$ cat config.mk
export PLATFORM = sky130hd
export DESIGN_NAME = fbg_baud_generator
export DESIGN_NICKNAME = d
export VERILOG_FILES = /design/src/shared/fbg_pkg.sv /design/src/design/fbg_tick_counter.sv /design/src/design/fbg_baud_generator.sv
export VERILOG_INCLUDE_DIRS = /design/src /design/src/shared
export SDC_FILE = /design/constraint.sdc
export NUM_CORES = 1
export LEC_CHECK = 0
export BUFFER_PORTS_ARGS = -buffer_cell sky130_fd_sc_hd__buf_2
export CAP_MARGIN = 10
export CORE_MARGIN = 1.5
export CORE_UTILIZATION = 25
export CTS_CLUSTER_SIZE = 16
export DETAILED_ROUTE_END_ITERATION = 16
export GPL_ROUTABILITY_DRIVEN = 0
export SKIP_LAST_GASP = 1
export SYNTH_ARGS = -nofsm -noshare
export SYNTH_HDL_FRONTEND = slang
export SYNTH_SLANG_ARGS = --single-unit
$ cat constraint.sdc
create_clock -name clock -period 5.5 [get_ports clock]
set_input_delay 0.825 -clock clock [delete_from_list [all_inputs] [get_ports clock]]
set_output_delay 0.825 -clock clock [all_outputs]
set_load 0.05 [all_outputs]
$ cat src/shared/fbg_defines.svh
// Register offsets, field positions and reset values of the fractional baud rate generator.
// Assumes inclusion by bare name from design files; definitions only.
`ifndef FBG_DEFINES_SVH
`define FBG_DEFINES_SVH

`define FBG_ADDR_W        4
`define FBG_OFF_DIVIDER   4'h0
`define FBG_OFF_CONTROL   4'h4
`define FBG_OFF_STATUS    4'h8
`define FBG_FRAC_LSB      0
`define FBG_FRAC_W        4
`define FBG_INT_LSB       4
`define FBG_INT_W         12
`define FBG_CTL_OVS_BIT   0
`define FBG_CTL_MODE_LSB  1
`define FBG_CTL_MODE_W    2
`define FBG_CTL_EN_BIT    3
`define FBG_DIVIDER_RST   16'h0010
`define FBG_CONTROL_RST   4'h0
`define FBG_UNMAPPED_DATA 32'h00000000

`endif

$ cat src/shared/fbg_pkg.sv
// Types shared by the fractional baud rate generator files.
// Assumes fbg_defines.svh is on the include path.
`include "fbg_defines.svh"

package fbg_pkg;

	typedef enum logic [1:0]
	{
		FBG_MODE_STANDARD  = 2'b00,
		FBG_MODE_SMARTCARD = 2'b01,
		FBG_MODE_LIN       = 2'b10,
		FBG_MODE_IRDA      = 2'b11
	} fbg_mode_t;

	typedef struct packed
	{
		logic [`FBG_INT_W-1:0]  int_part;
		logic [`FBG_FRAC_W-1:0] frac_part;
	} fbg_divisor_t;

	typedef struct packed
	{
		logic sample_tick;
		logic baud_tick;
	} fbg_ticks_t;

endpackage : fbg_pkg

$ cat src/design/fbg_tick_counter.sv
// One fractional divider: adds step_size per clock against step_limit (sixteenths of a clock here) and emits sample ticks.
// Assumes the divisor is steady except when load pulses, and the divisor is at least one.
`timescale 1ns/10ps
module fbg_tick_counter
	import fbg_pkg::*;
#(
	parameter int ACC_W = 17
)
(
	input  wire logic                clock,
	input  wire logic                rst_n,
	input  wire logic                enable,
	input  wire logic                load,
	input  wire logic [ACC_W-1:0]    step_limit,
	input  wire logic [ACC_W-1:0]    step_size,
	output logic                     tick
);
	if (ACC_W < 6)
	begin : g_bad_width
		$error("fbg_tick_counter: ACC_W too small");
	end

	typedef struct packed
	{
		logic [ACC_W-1:0] acc;
		logic             tick;
	} fbg_cnt_state_t;

	fbg_cnt_state_t state_r;
	fbg_cnt_state_t state_nxt;

	// The accumulator adds step_size per clock; one tick each time it passes step_limit,
	// which spreads the fractional remainder evenly over successive sample periods.
	always_comb
	begin
		state_nxt      = state_r;
		state_nxt.tick = 1'b0;
		if (load || !enable)
		begin
			state_nxt.acc = '0;
		end
		else if (state_r.acc + step_size >= step_limit)
		begin
			state_nxt.acc  = ACC_W'(state_r.acc + step_size - step_limit);
			state_nxt.tick = 1'b1;
		end
		else
		begin
			state_nxt.acc = ACC_W'(state_r.acc + step_size);
		end
	end

	always_ff @(posedge clock)
	begin
		if (!rst_n)
			state_r <= '0;
		else
			state_r <= state_nxt;
	end

	assign tick = state_r.tick;

endmodule : fbg_tick_counter

$ cat src/design/fbg_baud_generator.sv
// Fractional baud rate generator with an Avalon-MM register slave.
// Assumes one clock, synchronous active-low reset, and a master that holds requests until waitrequest is low.
//
// Overview of operation
// - One divisor drives shared baud and sample ticks for receiver and transmitter.
// - Standard mode: rate is clock over 8 times (2 minus select) times divisor.
// - Smartcard, LIN, IrDA: rate is clock over 16 times divisor always.
// - Divisor is unsigned fixed point: integer part plus fractional part.
// - At 16x oversampling the fraction is bits three to zero.
// - At 8x only fraction bits two to zero count; software keeps bit three zero.
// - Every divider write reloads the internal baud counters at once.
// - At 16x the fraction counts in sixteenths.
// - At 8x the fraction counts in eighths.
// - Select zero means 16 samples per bit, one means 8.
// - Smartcard, IrDA and LIN modes force the select to zero.
`timescale 1ns/10ps
`include "fbg_defines.svh"
module fbg_baud_generator
	import fbg_pkg::*;
#(
	parameter int ACC_W = 17
)
(
	input  wire logic                      clock,
	input  wire logic                      rst_n,
	input  wire logic [`FBG_ADDR_W-1:0]    avs_address,
	input  wire logic                      avs_read,
	input  wire logic                      avs_write,
	input  wire logic [31:0]               avs_writedata,
	input  wire logic [3:0]                avs_byteenable,
	output logic      [31:0]               avs_readdata,
	output logic                           avs_waitrequest,
	output fbg_ticks_t                     ticks,
	output logic                           oversample_eff
);
	if (ACC_W < `FBG_INT_W + `FBG_FRAC_W + 1)
	begin : g_bad_width
		$error("fbg_baud_generator: ACC_W cannot hold the divisor");
	end

	typedef struct packed
	{
		fbg_divisor_t      baud_divider;
		logic              oversample_select;
		fbg_mode_t         mode;
		logic              enable;
		logic              answered;
		logic              waitrequest;
		logic [31:0]       readdata;
		logic              load;
		logic [3:0]        sample_cnt;
		fbg_ticks_t        ticks;
		logic              ovs_eff;
	} fbg_state_t;

	fbg_state_t state_r;
	fbg_state_t state_nxt;

	logic             raw_tick;
	logic             ovs8;
	logic [ACC_W-1:0] limit;
	logic [15:0]      div_word;
	logic [3:0]       last_sample;
	logic             run;

	// The 8x select only takes effect in standard mode.
	assign ovs8 = state_r.oversample_select && (state_r.mode == FBG_MODE_STANDARD);
	assign div_word = state_r.baud_divider;

	// Limit is the divisor in sixteenths at 8x bit three is ignored and the rest doubles to sixteenths.
	always_comb
	begin
		if (ovs8)
			limit = ACC_W'({div_word[15:4], div_word[2:0], 1'b0});
		else
			limit = ACC_W'(div_word);
	end

	// Sample ticks per bit: 16 or 8, giving clock / (8*(2-sel)*div) or clock / (16*div).
	assign last_sample = ovs8 ? 4'h7 : 4'hF;

	// A divisor below one would tick every clock and overrun the accumulator, so the counter is held off
	// until software writes a usable value.
	assign run = state_r.enable && (limit >= ACC_W'(16));

	fbg_tick_counter #(
		.ACC_W      (ACC_W)
	) u_sample_counter (
		.clock      (clock),
		.rst_n      (rst_n),
		.enable     (run),
		.load       (state_r.load),
		.step_limit (limit),
		.step_size  (ACC_W'(16)),
		.tick       (raw_tick)
	);

	always_comb
	begin
		state_nxt          = state_r;
		state_nxt.load     = 1'b0;
		state_nxt.answered    = 1'b0;
		state_nxt.waitrequest = 1'b1;
		state_nxt.ticks       = '0;
		state_nxt.ovs_eff     = ovs8;

		// The last sample tick of a bit also carries the baud tick.
		if (raw_tick && !state_r.load)
		begin
			state_nxt.ticks.sample_tick = 1'b1;
			if (state_r.sample_cnt >= last_sample)
			begin
				state_nxt.sample_cnt      = 4'h0;
				state_nxt.ticks.baud_tick = 1'b1;
			end
			else
			begin
				state_nxt.sample_cnt = state_r.sample_cnt + 4'h1;
			end
		end
		if (state_r.load || !state_r.enable)
			state_nxt.sample_cnt = 4'h0;

		// Every access is answered one cycle after it appears; waitrequest is high otherwise.
		if ((avs_read || avs_write) && !state_r.answered)
		begin
			state_nxt.answered    = 1'b1;
			state_nxt.waitrequest = 1'b0;
			state_nxt.readdata    = `FBG_UNMAPPED_DATA;
			case (avs_address)
				`FBG_OFF_DIVIDER:
				begin
					if (avs_write)
					begin
						if (avs_byteenable[0])
							state_nxt.baud_divider[7:0] = avs_writedata[7:0];
						if (avs_byteenable[1])
							state_nxt.baud_divider[15:8] = avs_writedata[15:8];
						state_nxt.load = 1'b1;
					end
					state_nxt.readdata = {16'h0000, div_word};
				end
				`FBG_OFF_CONTROL:
				begin
					if (avs_write && avs_byteenable[0])
					begin
						state_nxt.oversample_select = avs_writedata[`FBG_CTL_OVS_BIT];
						state_nxt.mode   = fbg_mode_t'(avs_writedata[`FBG_CTL_MODE_LSB +: `FBG_CTL_MODE_W]);
						state_nxt.enable = avs_writedata[`FBG_CTL_EN_BIT];
						state_nxt.load   = 1'b1;
					end
					state_nxt.readdata = {28'h0000000, state_r.enable, state_r.mode, state_r.oversample_select};
				end
				`FBG_OFF_STATUS:
				begin
					state_nxt.readdata = {27'h0000000, ovs8, state_r.sample_cnt};
				end
				default:
				begin
					state_nxt.readdata = `FBG_UNMAPPED_DATA;
				end
			endcase
		end
	end

	always_ff @(posedge clock)
	begin
		if (!rst_n)
		begin
			state_r                   <= '0;
			state_r.baud_divider      <= `FBG_DIVIDER_RST;
			state_r.oversample_select <= 1'(`FBG_CONTROL_RST);
			state_r.mode              <= FBG_MODE_STANDARD;
			state_r.waitrequest       <= 1'b1;
		end
		else
		begin
			state_r <= state_nxt;
		end
	end

	assign avs_readdata    = state_r.readdata;
	assign avs_waitrequest = state_r.waitrequest;
	assign ticks           = state_r.ticks;
	assign oversample_eff  = state_r.ovs_eff;

endmodule : fbg_baud_generator

==> results.py, run 1 <==
metrics = {
    "route": {
        "first_pass_iters": 5,
        "routedWlPerCell_um": 13.14,
        "ant_nets": 0,
        "dr_total_vias": 3092,
        "viasPerCell": 4.671,
        "drc": 0,
        "routed_wirelength_um": 8698,
        "drt_iter0_markers": 146,
    },
    "critical_path": {
        "slowest_delay_ns": 0.55,
        "crit_path_top_delay_cell": "or3b_1",
        "crit_path_start_kind": "flop",
        "path_cells": "or3b_1 > mux2i_1 > ha_1 > a21oi_1 > a21oi_1 > a2111oi_2 > o211ai_2 > a311oi_1 > o41ai_2 > mux2i_1 > a21oi_1",
        "crit_type": "reg2reg",
        "critPathTopFamily": "compound AO/OA/AOI/OAI gates",
        "crit_top_cell": "a21oi_1",
        "worstPathArrival_ns": 3.71,
        "critical_path.endpoint_type": "flop",
        "crit_required_ns": 5.70,
        "cp_num_buf_inv": 0,
        "critical_path.max_fanout": 8,
    },
    "yosys": {
        "synth_area_per_cell_um2": 8.691,
        "syn_inst": 447,
        "ys_ff_latch": 64,
        "synth-main-ff-cell": "dfxtp_1",
        "ys_warn_count": 0,
        "synth_edf_count": 0,
        "synth_area_um2": 3885,
        "synthArstFlopShare_pct": 0,
        "ys_seq_area_share_pct": 32.98,
        "synth.distinct_cells": 65,
    },
    "finish": {
        "regArea_um2": 1281,
        "finish.utilization_pct": 28.99,
        "multi_input_area_um2": 2237,
        "drive_gt1_share_pct": 17.30,
        "final_nets": 533,
        "area_growth_pct": 13.43,
        "final_cell_mix": "dfxtp_1 (64), nor2_1 (52), buf_2 (45)",
        "stdcell_count": 662,
        "diodes": 0,
        "n_fill_cell": 1591,
        "final_common_cell": "dfxtp_1",
    },
    "grt": {
        "met3_usage_pct": 4.007,
        "grt_usage_pct": 11.19,
        "grt_pass1_wl_um": 14230,
        "grt_use_met1_pct": 13.61,
        "grt.busiest_layer": "met2",
        "met2_usage_pct": 18.09,
        "grt_pass1_vias": 2932,
        "grt_max_degree": 29,
        "antenna_found_initial": 0,
        "grt_overflow": 0,
    },
    "pwr": {
        "p_int_uw": 883.6,
        "p_sw_uw": 262.6,
        "power_density_nw_per_um2": 260.1,
        "leakage_uw": 0.001788,
        "max-vdd-ir-drop_mv": 0.1625,
        "p_seq_share_pct": 40.8,
        "power.share.switching_pct": 22.91,
        "clkPwrFrac_pct": 52.1,
        "combPwrFrac_pct": 7.1,
    },
    "run": {
        "drv_cap": 0,
    },
    "clock_network": {
        "clock-root-buffer": "clkbuf_16",
        "htree_levels": 3,
        "cts_resized": 0,
        "ctsHoldBuffers": 0,
        "tritoncts": "yes",
        "path_clk_slew_ns": 0.05,
        "cts-buffers-inserted": 9,
        "clkSinkCount": 64,
        "clk_path_buf_depth": 2,
        "post_cts_buffers": 0,
        "clock_latency_ns": 0.33,
    },
    "sta": {
        "grt_setup_unrepaired": "no",
        "setup_viol": 0,
        "max_freq_mhz": 284.8,
        "fin_crit_ns": 3.511,
        "fin_skew_ns": 0.005924,
        "report.final.slew_viol_count": 0,
        "final.setup.tns_ns": 0,
        "hold_viol": 0,
        "tightest_slew_ns": 0.6742,
        "relSlewSlack_pct": 54.71,
        "fin_crit_sh_pct": 63.84,
    },
    "floorplan": {
        "fp.dieH_um": 127.7,
        "die_w_um": 127.7,
        "dieArea_um2": 16300,
        "ios": 80,
        "core_region_area_um2": 15200,
        "fp-row-count": 45,
        "start_util_pct": 25.56,
    },
    "placed_design": {
        "dpl.cell_count": 646,
        "io_buffers": 45,
        "hpwlAfterDp_um": 6825,
    },
    "run_status": {
        "status": "complete, no violations",
    },
    "min_path": {
        "hold_path_class": "reg2reg",
    },
}
==> cells by family after synthesis <==
logic type	count (synthesis)	share of synthesized area [%]
simple gates	140	17.58
other cells	1	0.09653
xor+xnor	26	5.862
flops	64	32.98
buf+inv	76	10.89
compound gates	89	17.75
fa+ha+maj	20	6.602
mux	31	8.245
==> metrics by stage <==
step           setup WS, ns  hold WS [ns]  power, uW  area [um^2]
2_1_floorplan         2.459        0.4263      547.4         3941
3_3_place_gp          1.687        0.4371      557.3         4080
3_5_place_dp          1.713        0.4451      557.7         4080
4_1_cts               1.683        0.4578       1157         4392
5_1_grt               1.770        0.4778       1182         4407
6_report              1.989        0.4527       1146         4407
==> sequential cells by signal, summed over array words and instances, names as in the netlist <==
signal                    count
oversample_eff                1
u_sample_counter.tick         1
u_sample_counter.state_r     17
div_word                     16
ticks                         2
avs_readdata                 16
state_r                      10
avs_waitrequest               1
==> area by class of cell <==
class | instances | share of cell area (%)
flip-flops and latches | 64 | 29.07
multi-input cells | 322 | 50.77
well taps | 188 | 5.338
clock buffers | 10 | 5.196
inverters | 27 | 2.300
repair buffers | 46 | 5.451
clock inverters | 5 | 1.874
==> power by group through the flow <==
| stage | Combinational [uW] | Sequential, uW | Clock (uW) |
|---|---|---|---|
| after global routing | 87.0 | 468 | 628 |
| final | 81.1 | 468 | 597 |
| after detailed placement | 80.0 | 478 | 0 |
| after floorplan | 68.1 | 479 | 0 |
| after global placement | 79.7 | 478 | 0 |
| after CTS | 80.3 | 468 | 609 |
==> cells in the mapped netlist, types with 6 or more instances <==
cell type,instances,area [um^2]
a21o_1,6,45.04
a21oi_1,19,95.09
a22o_1,11,96.34
and2_1,8,50.05
buf_4,34,255.2
clkbuf_1,12,45.04
dfxtp_1,64,1281
ha_1,18,225.2
inv_1,27,101.4
mux2i_1,26,260.3
nand2_1,27,101.4
nand3_1,6,30.03
nand4_1,7,43.79
nor2_1,52,195.2
nor2b_1,9,56.30
nor4_1,7,43.79
o21ai_0,11,55.05
xnor2_1,14,122.6
xor2_1,12,105.1
==> metal layers <==
| metal | part of all wire, % | vias to the layer above | wire [um] |
|---|---|---|---|
| met5 | 0 | - | 0 |
| met4 | 1.6 | 0 | 140 |
| met3 | 6.3 | 12 | 548 |
| met2 | 46 | 90 | 3965 |
| met1 | 46 | 1422 | 4043 |
| li1 | - | 1568 | - |
==> worst register-to-register path: stages, from the launching register on <==
cell and delay, ns:
dfxtp_1 0.37, or3b_1 0.55, mux2i_1 0.19, ha_1 0.37, a21oi_1 0.31, a21oi_1 0.15, a2111oi_2 0.49, o211ai_2 0.16
a311oi_1 0.41, o41ai_2 0.12, mux2i_1 0.16, a21oi_1 0.09
==> worst paths after layout <==
| check | start | to | slack (ns) | cells past startpoint |
|---|---|---|---|---|
| min reg2reg | avs_readdata[3] | avs_readdata[3] | 0.45 | 2 |
| max | state_r[45] | u_sample_counter.state_r[16] | 1.99 | 11 |
| max reg2reg | state_r[45] | u_sample_counter.state_r[16] | 1.99 | 11 |
| min | avs_readdata[3] | avs_readdata[3] | 0.45 | 2 |
Power figures use the tool's default switching activity.
==> run 2, diff against run 1 <==
Settings changed: ABC_AREA set to 1.
Clock period 5.5 ns to 3.1 ns, I/O delays scaled along.
==> run 2 against run 1 <==
  * Synthesized cell count up 26%
  * Flip-flop and latch count unchanged
  * Sequential share of layout area down 1.2 points
  * Synthesized area up 1.5%
  * Wire length up 9.4%
  * First-iteration DRC count up 5.5%
  * Design area up 4.7%
  * Power up 77%
  * Combinational power rose to 2.5 times the previous value
  * Worst setup slack worse by 1.8 ns
==> results.py, run 2 <==
metrics = {
    "grt": {
        "grt_max_degree": 37,
        "grt_usage_pct": 12.02,
        "antenna_found_initial": 0,
        "grt_pass1_vias": 3241,
        "grt_pass1_wl_um": 15660,
        "grt_overflow": 0,
    },
    "critical_path": {
        "critPathTopFamily": "simple AND/OR/NAND/NOR gates",
        "crit_type": "reg2reg",
        "worstReg2RegEnd": "u_sample_counter.state_r[6]",
        "crit_path_top_delay_cell": "dfxtp_1",
        "crit_required_ns": 3.37,
        "path_cells": "ha_2 > nand3_2 > nor3_4 > xor2_2 > ha_4 > a21oi_2 > o21ai_1 > a211oi_1 > nand2_1 > nor2_4 > nand2_2 > inv_1 > buf_4 > nor2_1 > nor2_1",
        "reg2reg_depth": 15,
        "cp_num_buf_inv": 2,
        "reg2reg_slack_ns": 0.23,
        "slowest_delay_ns": 0.38,
        "crit_top_cell": "nor2_1",
        "worstPathArrival_ns": 3.13,
        "worstReg2RegStart": "u_sample_counter.state_r[6]",
        "critical_path.max_fanout": 9,
        "critical_path.endpoint_type": "flop",
        "crit_path_start_kind": "flop",
    },
    "sta": {
        "hold_viol": 0,
        "fin_skew_ns": 0.01160,
        "fin_crit_ns": 2.866,
        "setup_viol": 0,
        "post-route-worst-setup-slack_ns": 0.2337,
        "report.final.slew_viol_count": 0,
        "max_freq_mhz": 348.9,
        "final.setup.tns_ns": 0,
        "fin_crit_sh_pct": 92.46,
        "hold_ws_ns": 0.3750,
    },
    "finish": {
        "final_common_cell": "nand2_1",
        "largest_reg_flops": 17,
        "final_cell_mix": "nand2_1 (85), nor2_1 (74), inv_1 (71)",
        "regArea_um2": 1284,
        "diodes": 0,
        "multi_input_area_um2": 2160,
        "drive_gt1_share_pct": 17.24,
        "largest_register": "u_sample_counter.state_r",
        "area_growth_pct": 16.98,
        "n_fill_cell": 1720,
        "final_nets": 667,
    },
    "yosys": {
        "synth-main-ff-cell": "dfxtp_1",
        "synth_area_um2": 3943,
        "ys_top_cells_by_count": "nand2_1 (85), nor2_1 (75), inv_1 (71)",
        "synth.distinct_cells": 38,
        "synthArstFlopShare_pct": 0,
        "ys_ff_latch": 64,
        "synth_top_area_share_pct": 32.50,
        "syn_inst": 563,
        "ys_warn_count": 0,
        "synth_area_per_cell_um2": 7.003,
        "yosys.area.top_type": "dfxtp_1",
        "synth_most_common_cell": "nand2_1",
        "ys_seq_area_share_pct": 32.50,
        "yosys-top-cells-area": "dfxtp_1 (32%), nand2_1 (8.1%), nor2_1 (7.1%)",
        "synth_edf_count": 0,
    },
    "floorplan": {
        "die_w_um": 128.6,
        "dieArea_um2": 16530,
        "fp.dieH_um": 128.6,
        "start_util_pct": 25.74,
        "fp-row-count": 45,
        "ios": 80,
        "core_region_area_um2": 15310,
    },
    "placed_design": {
        "io_buffers": 45,
        "place_ws_ns": 0.08784,
        "hpwlAfterDp_um": 7437,
    },
    "route": {
        "drt_iter0_markers": 154,
        "drc": 0,
        "first_pass_iters": 6,
        "routedWlPerCell_um": 11.60,
        "routed_wirelength_um": 9513,
        "viasPerCell": 4.320,
        "ant_nets": 0,
        "dr_total_vias": 3542,
    },
    "clock_network": {
        "clock-root-buffer": "clkbuf_16",
        "tritoncts": "yes",
        "cts-buffers-inserted": 9,
        "clock_latency_ns": 0.34,
        "htree_levels": 3,
        "clkSinkCount": 64,
        "clk_path_buf_depth": 2,
        "path_clk_slew_ns": 0.05,
    },
    "run": {
        "drv_cap": 0,
    },
    "pwr": {
        "leakage_uw": 0.002199,
        "power_density_nw_per_um2": 439.7,
        "max-vdd-ir-drop_mv": 0.1684,
    },
    "min_path": {
        "min_path_cells": 3,
        "worstHoldEndpoint": "state_r[45]",
        "hold_path_class": "in2reg",
        "hp-start": "avs_writedata[0]",
    },
    "run_status": {
        "status": "complete, no violations",
    },
}
run 2: tightest hold or removal path: stages:
cell and delay, ns:
buf_2 0.08, nor2_1 0.04, nor2_1 0.08
run 2: stage by stage:
stage	total power (uW)	utilization (%)	cells	instance area, um^2
final	2028	30.11	820	4612
after global routing	2104	30.11	820	4612
after global placement	1051	27.77	800	4253
after CTS	2050	29.66	816	4542
after detailed placement	1050	27.77	800	4253
after floorplan	1019	-	578	3999
run 2: worst max-delay path by stage:
| stage | startpoint | to | slack [ns] | depth (start not counted) |
|---|---|---|---|---|
| 5_1_grt | u_sample_counter.state_r[6] | u_sample_counter.state_r[6] | -0.002 | 15 |
| 6_report | u_sample_counter.state_r[6] | u_sample_counter.state_r[6] | 0.23 | 15 |
| 3_5_place_dp | u_sample_counter.state_r[5] | u_sample_counter.state_r[9] | 0.09 | 14 |
| 4_1_cts | u_sample_counter.state_r[5] | u_sample_counter.state_r[6] | 0.07 | 15 |
| 2_1_floorplan | u_sample_counter.state_r[5] | u_sample_counter.state_r[4] | 0.50 | 15 |
| 3_3_place_gp | u_sample_counter.state_r[5] | u_sample_counter.state_r[8] | 0.09 | 15 |
run 2: power by group:
part           leakage [uW]  total [uW]  internal, uW  switching (uW)
clock              0.000138         993           617             375
combinational       0.00154         205          60.1             145
sequential         0.000517         830           828            2.03
total               0.00220        2030          1510             522
run 2: cell families (layout without fill, tap and decap cells):
group	count (synthesis)	count (layout)	synth area share, %
AND/OR/NAND/NOR	237	237	27.10
other	1	16	0.09512
AO/OA/AOI/OAI	106	106	14.95
adder cells (fa/ha/maj)	20	20	6.474
XOR/XNOR	17	17	3.777
buffers and inverters	118	149	15.11
flip-flops	64	64	32.50
run 2: what timing repair did:
item,4_1_cts,5_1_grt
buffers inserted,0,4
gates resized for setup,0,11
endpoints found under the setup margin,0,18
endpoints found under the hold margin,0,0
hold buffers,0,0
run 2: per-layer routing:
layer | track usage [%] | share of wire (%) | vias to the layer above | wire length [um]
met3 | 3.077 | 6.3 | 11 | 595
li1 | - | - | 1868 | -
met4 | 3.966 | 1.1 | 0 | 101
met1 | 15.61 | 48 | 1579 | 4567
met5 | 0 | 0 | - | 0
met2 | 19.48 | 45 | 84 | 4249
run 2: cell type report:
type                    instances  area share [%]
repair buffers                 61           7.488
clock buffers                  10           4.965
inverters                      72           5.860
clock inverters                 6           1.302
multi-input cells             396           46.83
well taps                     211           5.724
flip-flops and latches         64           27.84
